<file path="src/pkg/vpac_defs.vh">
// Register offsets, field positions and reset values of the video pre-amp control bank
// Summary of operation
// - All adjustable video stages and external DAC levels set only via the I2C bus; this bank holds no DAC level registers.
// - One 7-bit contrast value at offset 03h drives all three channels' contrast.
// - Contrast code zero gives -20 dB attenuation; all ones gives none.
// - Gain registers at 00h, 01h, 02h each steer only their own channel.
// - Gain registers are 7 bits; code zero gives -10 dB attenuation.
// - Bits 0 to 2 of register 08 drive the output black-level offset stage.
// - Offset field decodes into 8 distinct black levels from 0.75V to 1.55V.
// - Bits 3 and 4 of register 08h select one of four OSD levels.
// - Both OSD contrast bits one gives highest level; both zero gives lowest.
// - OSD select high routes OSD to the mixer; low routes video.
// - DC restoration is enabled only while the clamp pulse input is high.
`ifndef VPAC_DEFS_VH
`define VPAC_DEFS_VH
// ****************************************
// Register map
// ****************************************
`define VPAC_ADDR_W        8
`define VPAC_OFS_GAIN_A    8'h00
`define VPAC_OFS_GAIN_B    8'h01
`define VPAC_OFS_GAIN_C    8'h02
`define VPAC_OFS_CONTRAST  8'h03
`define VPAC_OFS_OFFSET    8'h08
// ****************************************
// Fields and reset values
// ****************************************
`define VPAC_LEVEL_W       7
`define VPAC_BLACK_LSB     0
`define VPAC_BLACK_MSB     2
`define VPAC_OSD_LSB       3
`define VPAC_OSD_MSB       4
`define VPAC_RST_LEVEL     7'h7f
`define VPAC_RST_OFFSET    8'h00
`endif

</file>
<file path="src/rtl/vpac_regs.v">
// Control register bank of a three-channel video pre-amp, written over I2C
`timescale 1ns/1ps
`default_nettype none
`include "vpac_defs.vh"
module vpac_regs #(
	parameter [6:0] SLAVE_ADDR = 7'h6e
) (
	input  wire       clk,
	input  wire       rst,
	input  wire       scl_in,
	input  wire       sda_in,
	output reg        sda_out,
	output reg        sda_oe,
	input  wire       osd_select_in,
	input  wire       clamp_pulse_in,
	output reg  [6:0] gain_a,
	output reg  [6:0] gain_b,
	output reg  [6:0] gain_c,
	output reg  [6:0] contrast,
	output reg  [2:0] black_level_sel,
	output reg  [1:0] osd_level_sel,
	output reg        mixer_osd_sel,
	output reg        restore_en
);
	// ****************************************
	// Pin synchronisers
	// ****************************************
	// SCL and SDA idle high; their stages reset high so no false START follows reset
	reg [1:0] scl_s, sda_s, osd_s, clp_s;
	reg       scl_d, sda_d;
	always @(posedge clk or posedge rst) begin
		if (rst) begin
			scl_s <= 2'h3;
			sda_s <= 2'h3;
			osd_s <= 2'h0;
			clp_s <= 2'h0;
			scl_d <= 1'b1;
			sda_d <= 1'b1;
		end else begin
			scl_s <= {scl_s[0], scl_in};
			sda_s <= {sda_s[0], sda_in};
			osd_s <= {osd_s[0], osd_select_in};
			clp_s <= {clp_s[0], clamp_pulse_in};
			scl_d <= scl_s[1];
			sda_d <= sda_s[1];
		end
	end
	// One extra stage of SCL and SDA feeds the edge and START/STOP detectors
	wire scl_rise = scl_s[1] & ~scl_d;
	wire scl_fall = ~scl_s[1] & scl_d;
	// START and STOP only count while SCL stays high across both samples
	wire start_c  = scl_s[1] & scl_d & sda_d & ~sda_s[1];
	wire stop_c   = scl_s[1] & scl_d & ~sda_d & sda_s[1];
	// ****************************************
	// Mixer select and clamp enable
	// ****************************************
	always @(posedge clk or posedge rst) begin
		if (rst) begin
			mixer_osd_sel <= 1'b0;
			restore_en    <= 1'b0;
		end else begin
			// Plain level follow-through; both pins are asynchronous to clk
			mixer_osd_sel <= osd_s[1];
			restore_en    <= clp_s[1];
		end
	end
	// ****************************************
	// I2C slave: address byte, register pointer, data bytes
	// ****************************************
	localparam ST_IDLE = 3'h0;
	localparam ST_DEV  = 3'h1;
	localparam ST_PTR  = 3'h2;
	localparam ST_DATA = 3'h3;
	localparam ST_RD   = 3'h4;
	localparam ST_ACK  = 3'h5;
	localparam ST_MACK = 3'h6;
	reg [2:0] state, ret;
	reg [3:0] bitcnt;
	reg [7:0] shreg;
	reg [7:0] ptr;
	reg [7:0] rd_byte;
	// Register 08 keeps all eight bits; the level registers drop bit 7
	reg [7:0] offset_reg;
	// Pointer decode shared by the read mux and the write path
	// Unmapped pointers give slot 7: writes are ACKed and dropped, reads give zero
	function [2:0] ptr_slot;
		input [7:0] p;
		case (p)
		`VPAC_OFS_GAIN_A:   ptr_slot = 3'h0;
		`VPAC_OFS_GAIN_B:   ptr_slot = 3'h1;
		`VPAC_OFS_GAIN_C:   ptr_slot = 3'h2;
		`VPAC_OFS_CONTRAST: ptr_slot = 3'h3;
		`VPAC_OFS_OFFSET:   ptr_slot = 3'h4;
		default:            ptr_slot = 3'h7;
		endcase
	endfunction
	// Read mux
	always @* begin
		case (ptr_slot(ptr))
		3'h0:    rd_byte = {1'b0, gain_a};
		3'h1:    rd_byte = {1'b0, gain_b};
		3'h2:    rd_byte = {1'b0, gain_c};
		3'h3:    rd_byte = {1'b0, contrast};
		3'h4:    rd_byte = offset_reg;
		default: rd_byte = 8'h00;
		endcase
	end
	always @(posedge clk or posedge rst) begin
		if (rst) begin
			state      <= ST_IDLE;
			ret        <= ST_IDLE;
			bitcnt     <= 4'h0;
			shreg      <= 8'h00;
			ptr        <= 8'h00;
			sda_out    <= 1'b0;
			sda_oe     <= 1'b0;
			gain_a     <= `VPAC_RST_LEVEL;
			gain_b     <= `VPAC_RST_LEVEL;
			gain_c     <= `VPAC_RST_LEVEL;
			contrast   <= `VPAC_RST_LEVEL;
			offset_reg <= `VPAC_RST_OFFSET;
		end else if (start_c) begin
			state  <= ST_DEV;
			bitcnt <= 4'h0;
			sda_oe <= 1'b0;
		end else if (stop_c) begin
			state  <= ST_IDLE;
			sda_oe <= 1'b0;
		end else begin
			case (state)
			ST_IDLE: sda_oe <= 1'b0;
			ST_DEV, ST_PTR, ST_DATA: begin
				if (scl_rise) begin
					shreg  <= {shreg[6:0], sda_s[1]};
					bitcnt <= bitcnt + 4'h1;
				end else if (scl_fall && bitcnt == 4'h8) begin
					bitcnt <= 4'h0;
					if (state == ST_DEV) begin
						// Foreign address: stay off the bus until the next START
						if (shreg[7:1] != SLAVE_ADDR) begin
							state <= ST_IDLE;
						end else begin
							sda_oe <= 1'b1;
							state  <= ST_ACK;
							ret    <= shreg[0] ? ST_RD : ST_PTR;
						end
					end else if (state == ST_PTR) begin
						ptr    <= shreg;
						sda_oe <= 1'b1;
						state  <= ST_ACK;
						ret    <= ST_DATA;
					end else begin
						// Only the bus writes these; no other path reaches them
						case (ptr_slot(ptr))
						3'h0:    gain_a     <= shreg[6:0];
						3'h1:    gain_b     <= shreg[6:0];
						3'h2:    gain_c     <= shreg[6:0];
						3'h3:    contrast   <= shreg[6:0];
						3'h4:    offset_reg <= shreg;
						default: offset_reg <= offset_reg;
						endcase
						ptr    <= ptr + 8'h01;
						sda_oe <= 1'b1;
						state  <= ST_ACK;
						ret    <= ST_DATA;
					end
				end
			end
			ST_ACK: begin
				// SDA is only ever pulled low; a one is sent by letting go
				sda_out <= 1'b0;
				if (scl_fall) begin
					if (ret == ST_RD) begin
						shreg   <= rd_byte;
						sda_oe  <= ~rd_byte[7];
						bitcnt  <= 4'h1;
					end else begin
						sda_oe <= 1'b0;
					end
					state <= ret;
				end
			end
			ST_RD: begin
				// Open drain: drive only zeros, release for ones
				if (scl_fall) begin
					if (bitcnt == 4'h8) begin
						sda_oe <= 1'b0;
						ptr    <= ptr + 8'h01;
						state  <= ST_MACK;
					end else begin
						sda_oe <= ~shreg[3'h7 - bitcnt[2:0]];
						bitcnt <= bitcnt + 4'h1;
					end
				end
			end
			ST_MACK: begin
				// Master NACK ends the read; the bank then waits for STOP or START
				if (scl_rise) begin
					state <= sda_s[1] ? ST_IDLE : ST_ACK;
					ret   <= ST_RD;
				end
			end
			default: state <= ST_IDLE;
			endcase
		end
	end
	// ****************************************
	// Field outputs to the analog stages
	// ****************************************
	// Codes pass straight through: the analog stage maps 0 to deepest cut, max to none
	always @(posedge clk or posedge rst) begin
		if (rst) begin
			black_level_sel <= 3'h0;
			osd_level_sel   <= 2'h0;
		end else begin
			// One clock behind the register, so the analog side sees whole words
			black_level_sel <= offset_reg[`VPAC_BLACK_MSB:`VPAC_BLACK_LSB];
			osd_level_sel   <= offset_reg[`VPAC_OSD_MSB:`VPAC_OSD_LSB];
		end
	end
endmodule
`default_nettype wire

</file>
<file path="config.mk">
export PLATFORM = sky130hd
export DESIGN_NAME = vpac_regs
export DESIGN_NICKNAME = d
export VERILOG_FILES = /design/src/rtl/vpac_regs.v
export VERILOG_INCLUDE_DIRS = /design/src /design/src/pkg
export SDC_FILE = /design/constraint.sdc
export NUM_CORES = 1
export LEC_CHECK = 0
export BUFFER_PORTS_ARGS = -buffer_cell sky130_fd_sc_hd__buf_2
export CELL_PAD_IN_SITES_DETAIL_PLACEMENT = 1
export CELL_PAD_IN_SITES_GLOBAL_PLACEMENT = 1
export CORE_MARGIN = 2
export CORE_UTILIZATION = 47
export CTS_CLUSTER_SIZE = 24
export DETAILED_ROUTE_END_ITERATION = 8
export MAX_ROUTING_LAYER = met4
export PLACE_DENSITY = 0.86
export SLEW_MARGIN = 20
export SYNTH_ARGS = -nofsm -noshare
export SYNTH_HDL_FRONTEND = slang
export SYNTH_SLANG_ARGS = --single-unit
</file>
<file path="constraint.sdc">
create_clock -name clk -period 3.55 [get_ports clk]
set_input_delay 0.355 -clock clk [delete_from_list [all_inputs] [get_ports clk]]
set_output_delay 0.355 -clock clk [all_outputs]
set_load 0.01 [all_outputs]
</file>
==> run_results.csv, run 1 <==
group,metric,value,unit
grt,grt_pass1_vias,3453,
run_status,status,"finished clean",
cts,cts_root_buf,"clkbuf_8",
placed_design,gp_congestion,0.900,
timing,clock_skew,12.0,ps
setup_path,critPathKind,"reg -> reg",
setup_path,ff2ff_setup_slack,590,ps
synthesis,avgSynthCellArea,10.8,um^2
floorplanning,die_y,97.2,um
detailed_routing,vias,3295,
timing,tightestPinTransition,981,ps
timing,final-setup-viol-count,0,
cts,cts_tree,"done",
worst_hold_path,hold_start,"sda_in",
timing,rsz0062_at_grt,"false",
timing,hold_ws,81.0,ps
setup_path,path_buf_inv,1,
synthesis,ys_ff_latch,80,
cells_and_area,area.growth.synth_to_final,11.9,%
synthesis,synth_warnings,0,
setup_path,r2r_cells,6,
grt,grt_max_degree,56,
timing,period_share,0.835,
cts,cts_resized,0,
setup_path,cp.depth,6,
setup_path,cp_top_family,"simple AND/OR/NAND/NOR gates",
cts,cts.path.max_buffers,2,
power,p_leak,0.00202,uW
cts,post_cts_buffers,0,
setup_path,slowest_delay,740,ps
detailed_routing,vias_per_cell,6.28,
cts,cts_hold_buf,0,
cts,numCtsBuffers,9,
detailed_routing,drt_first_iter_violations,175,
detailed_routing,drt_first_pass_iters,4,
detailed_routing,antenna_left,0,
cts,cts.sinks,80,
setup_path,setup.worst_path.end,"gain_a[1]",
power,ir_drop,0.191,mV
cells_and_area,fillers,953,
placed_design,place_area,0.00436,mm^2
timing,min_period,2960,ps
cts,insertion_delay,370,ps
setup_path,cp_cell_sequence,"ha_1 > or4b_2 > nor4_2 > buf_4 > nor2b_1 > mux2_2",
setup_path,setup.worst_path.start,"ptr[1]",
setup_path,r2r-start,"ptr[1]",
detailed_routing,routed_wl,11900,um
floorplanning,die_x,97.2,um
timing,setup_tns,0,ps
setup_path,path_max_fanout,16,
setup_path,worstPathRequired,3850,ps
cells_and_area,final_net_count,424,
floorplanning,rows,34,
synthesis,synth_flop_cell,"dfrtp_1",
grt,antenna_found_initial,0,
synthesis,synthesis.nets,390,
floorplanning,pin_count,43,
placed_design,dp_hpwl,8240,um
worst_hold_path,min_path_type,"in -> reg",
floorplanning,dieArea,0.00946,mm^2
synthesis,ys_seq_area_frac,0.500,
cts,clkTransAtPathRegs,90,ps
detailed_routing,routedWlPerCell,22.6,um
cts,htree_num_levels,3,
placed_design,io_buffers,41,
floorplanning,start_util,0.476,
cells_and_area,drive_above_1_share,0.348,
setup_path,cp.arrival,3260,ps
detailed_routing,drc,0,
timing,max_freq,0.338,GHz
cells_and_area,antenna_cells,0,
timing,final-hold-violation-count,0,
setup_path,crit_path_end_kind,"register",
synthesis,netlist_area,0.00409,mm^2
power,powerDensity,384,mW/mm^2
timing,relSlewSlack,0.346,
grt,grt_pass1_wl,19200,um
synthesis,synth.distinct_cells,63,
setup_path,cpMaxStageDelayCell,"or4b_2",
setup_path,startpoint_type,"register",
synthesis,async_reset_ff_frac,1.00,
grt,gr-total-overflow,0,
flow_run,timing.max_cap.violations,0,
cells_and_area,design_area,0.00457,mm^2
synthesis,synth-edff-count,0,
timing,slew_viol_final,0,
setup_path,regToRegEndpoint,"gain_a[1]",
floorplanning,core-area,0.00859,mm^2
grt,track_usage,0.268,
synthesis,netlist_instances,378,
layer usage:
metal  vias up  part of all wire  track usage  wire length (um)
met3        28             0.052       0.0482               615
met2        96              0.49        0.417              5810
met1      1704              0.43        0.362              5150
met4         0             0.026       0.0844               310
met5         -                 0            -                 0
li1       1467                 -            -                 -
area by class of cell:
type / count / area (um^2) / area share
Tap cell: 108 / 135 / 0.0295
Timing Repair Buffer: 45 / 235 / 0.0514
Multi-Input combinational cell: 257 / 1880 / 0.410
Inverter: 19 / 72.6 / 0.0159
Sequential cell: 80 / 2040 / 0.447
Clock buffer: 10 / 138 / 0.0301
Clock inverter: 6 / 72.6 / 0.0159
worst reg2reg max path: stages, from the launching register on:
cell     delay, ps
dfrtp_1        430
ha_1           390
or4b_2         750
nor4_2         170
buf_4          200
nor2b_1        540
mux2_2         410
cell usage in the layout, fill, tap and decap left out, types with 3 or more instances in the layout:
cell / synthesis / layout
dfrtp_1: 46 / 46
clkbuf_8: 0 / 10
o21ai_0: 15 / 15
nand2_1: 17 / 17
a2bb2oi_1: 3 / 3
buf_4: 3 / 4
mux2_2: 29 / 29
nor2_1: 23 / 23
a31oi_1: 4 / 4
nand3_1: 10 / 10
a211oi_1: 3 / 3
a21oi_1: 20 / 20
nand2b_1: 8 / 8
o32ai_1: 3 / 3
a22o_1: 6 / 6
inv_1: 19 / 18
and3_1: 5 / 5
or2_2: 3 / 3
ha_1: 6 / 6
a22oi_1: 8 / 8
inv_6: 0 / 3
o22ai_1: 22 / 22
nor3_1: 6 / 6
a21boi_0: 7 / 7
buf_2: 1 / 41
dfstp_2: 34 / 34
nor2b_1: 8 / 8
mux2_4: 7 / 7
synthesized netlist by cell type (all sizes together), types with 4 or more instances:
cell type  instances  share of area
buf                4         0.0067
nand2             17          0.016
a21oi             20          0.024
inv               19          0.017
ha                 6          0.018
dfstp             34           0.22
and3               5         0.0077
nor2              23          0.021
nor2b              8          0.012
nand3             10          0.012
o22ai             22          0.034
nand2b             8          0.012
mux2              37           0.11
a31oi              4         0.0061
clkbuf            18          0.017
dfrtp             46           0.28
a22o               6          0.013
nor3               8          0.014
a22oi              8          0.015
a21boi             7          0.013
o21ai             15          0.018
worst min-delay path by stage:
stage | end | slack [ps] | cells past startpoint
CTS | sda_s[0] | 70 | 1
floorplan | clp_s[1] | 330 | 0
detailed placement | clp_s[1] | 340 | 0
finish | sda_s[0] | 80 | 1
global placement | mixer_osd_sel | 330 | 0
global route | scl_s[0] | 70 | 1
where the power goes:
part | internal [uW] | total, uW | switching, uW
registers | 930 | 969 | 38.8
logic | 21.7 | 58.7 | 37.0
clock network | 353 | 729 | 376
total | 1300 | 1760 | 452
kinds of logic (layout without fill, tap and decap cells):
kind of cell | count (synthesis) | after routing | share of synthesized area
compound gates | 109 | 109 | 0.180
simple gates | 100 | 100 | 0.136
flops | 80 | 80 | 0.500
buf+inv | 41 | 80 | 0.0407
mux | 40 | 40 | 0.122
fa+ha+maj | 6 | 6 | 0.0184
other cells | 1 | 1 | 0.000918
xor+xnor | 1 | 1 | 0.00214
per-stage QoR:
step                total power (uW)  setup slack (ps)  cells  utilization
finish                          1760               587    525        0.532
global route                    1820               412    525        0.532
CTS                             1770               617    525        0.532
detailed placement              1040               655    509        0.508
global placement                1040               801    509        0.508
floorplan                       1010              1080    378            -
No activity file was read; power rests on OpenSTA's default activity.
==> run 2: changes to the inputs <==
--- a/config.mk
+++ b/config.mk
@@ -10,11 +10,11 @@
 export CELL_PAD_IN_SITES_DETAIL_PLACEMENT = 1
 export CELL_PAD_IN_SITES_GLOBAL_PLACEMENT = 1
 export CORE_MARGIN = 2
-export CORE_UTILIZATION = 47
+export CORE_UTILIZATION = 42
 export CTS_CLUSTER_SIZE = 24
 export DETAILED_ROUTE_END_ITERATION = 8
 export MAX_ROUTING_LAYER = met4
-export PLACE_DENSITY = 0.86
+export PLACE_DENSITY = 0.82
 export SLEW_MARGIN = 20
 export SYNTH_ARGS = -nofsm -noshare
 export SYNTH_HDL_FRONTEND = slang
==> constraint.sdc (replaced) <==
create_clock -name clk -period 2.6 [get_ports clk]
set_input_delay 0.26 -clock clk [delete_from_list [all_inputs] [get_ports clk]]
set_output_delay 0.26 -clock clk [all_outputs]
set_load 0.01 [all_outputs]
==> run_results.csv, run 2 (same netlist as run 1, synthesis figures left out) <==
group,metric,value,unit
cells_and_area,instances_no_fill,580,
run_status,status,"finished with violations",
grt,grt_pass1_vias,3684,
setup_path,cp.arrival,2780,ps
placed_design,dp.cells,560,
cells_and_area,area.growth.synth_to_final,18.3,%
cts,cts_tree,"done",
detailed_routing,routedWlPerCell,21.2,um
cts,post_cts_buffers,0,
detailed_routing,drt_first_pass_iters,6,
floorplanning,die_y,103,um
detailed_routing,drc,0,
cells_and_area,layout_commonest_cell,"dfrtp_1",
detailed_routing,antenna_left,0,
setup_path,critPathKind,"reg -> reg",
timing,final-hold-violation-count,2,
placed_design,dp_hpwl,8450,um
timing,setup_tns,0,ps
floorplanning,start_util,0.426,
setup_path,slowest_delay,690,ps
cts,numCtsBuffers,9,
cts,clkTransAtPathRegs,80,ps
worst_hold_path,min_path_type,"in -> async",
placed_design,io_buffers,41,
detailed_routing,vias,3466,
setup_path,startpoint_type,"register",
timing,slew_viol_final,0,
grt,track_usage,0.260,
setup_path,path_max_fanout,7,
cells_and_area,drive_above_1_share,0.380,
timing,layout_setup_ws,117,ps
grt,antenna_found_initial,0,
timing,relSlewSlack,0.491,
power,power_frac_clock,0.395,
power,internal-power,1760,uW
cts,cts.sinks,80,
timing,final-setup-viol-count,0,
timing,period_share,0.955,
setup_path,cp_top_family,"simple AND/OR/NAND/NOR gates",
power,ir_drop,0.390,mV
placed_design,gp_congestion,0.958,
power,pwr-share-seq,0.564,
floorplanning,dieArea,0.0105,mm^2
cells_and_area,final_util,0.504,
floorplanning,pin_count,43,
run_status,violations,"hold timing",
flow_run,timing.max_cap.violations,0,
grt,gr-total-overflow,0,
detailed_routing,routed_wl,12300,um
power,p_sw_frac,0.247,
cts,htree_num_levels,3,
cts,cts_root_buf,"clkbuf_8",
cts,insertion_delay,370,ps
floorplanning,rows,36,
detailed_routing,drt_first_iter_violations,247,
floorplanning,die_x,103,um
cts,cts.path.max_buffers,2,
cells_and_area,antenna_cells,0,
setup_path,cp_cell_sequence,"inv_1 > ha_1 > or4b_2 > nor4_4 > nor2b_1 > buf_4 > mux2_2",
timing,clock_skew,8.25,ps
power,netSwitchingPower,575,uW
timing,max_freq,0.403,GHz
cells_and_area,most-common-layout-cells,"dfrtp_1 (46), buf_2 (41), dfstp_2 (34)",
grt,grt_pass1_wl,19900,um
grt,grt_max_degree,44,
power,powerDensity,482,mW/mm^2
setup_path,worstPathRequired,2900,ps
setup_path,cpMaxStageDelayCell,"or4b_2",
cells_and_area,final_net_count,454,
power,pwr-share-comb,0.041,
timing,tightestPinTransition,763,ps
timing,hold_ws,-2.46,ps
floorplanning,core-area,0.00959,mm^2
placed_design,post-place-ws,13.0,ps
detailed_routing,vias_per_cell,5.98,
setup_path,crit_path_end_kind,"register",
timing,min_period,2480,ps
power,p_leak,0.00216,uW
setup_path,path_buf_inv,2,
==> run 2: cell types whose count changed in the layout (fill, tap and decap cells not counted), sizes merged <==
cell         before  now
clkbuf           10   12
inv              21   18
clkinv            2    3
buf              45   71
dlygate4sd3       0    4
==> run 2: metrics by stage <==
step	instance area, um^2	total power, uW
global placement	4590	1420
floorplan	4090	1380
CTS	4820	2350
finish	4830	2330
global route	4830	2410
detailed placement	4590	1430
==> run 2: routing by layer <==
layer,track usage,vias up,part of all wire
met3,0.0522,41,0.045
met2,0.429,109,0.52
met4,0.111,0,0.031
met1,0.311,1796,0.41
met5,-,-,0
li1,-,1520,-
==> run 2: worst paths after layout <==
path / startpoint / endpoint / slack (ps) / depth (start not counted)
worst max-delay path: ptr[1] / gain_a[5] / 120 / 7
worst min-delay path: rst / osd_s[1] / -2 / 2
worst max register to register: ptr[1] / gain_a[5] / 120 / 7
worst min register to register: clp_s[0] / clp_s[1] / 350 / 0
max in group asynchronous: rst / sda_s[1] / 1760 / 3
min in group clk: clp_s[0] / clp_s[1] / 350 / 0
==> run 2: repair_timing <==
action                     in CTS  in global routing
gates resized for setup         1                  2
hold buffers                    4                  0
hold endpoints to repair        4                  0
pin swaps                       0                  0
setup endpoints to repair       4                  7
==> run 2: final cells by class <==
type / instances / area [um^2]
timing repair buffer: 75 / 470
sequential: 80 / 2040
clock buffer: 12 / 135
inverter: 19 / 72.6
tap: 133 / 166
multi-input combinational: 257 / 1890
clock inverter: 4 / 55.1
fill: 1048 / 4760
==> run 2: power by group through the flow <==
stage	combinational, uW	sequential [uW]	clock, uW
2_1_floorplan	76.6	1300	0
3_3_place_gp	86.8	1330	0
3_5_place_dp	90.9	1330	0
4_1_cts	96.6	1310	937
5_1_grt	108	1320	984
6_report	95.5	1310	921
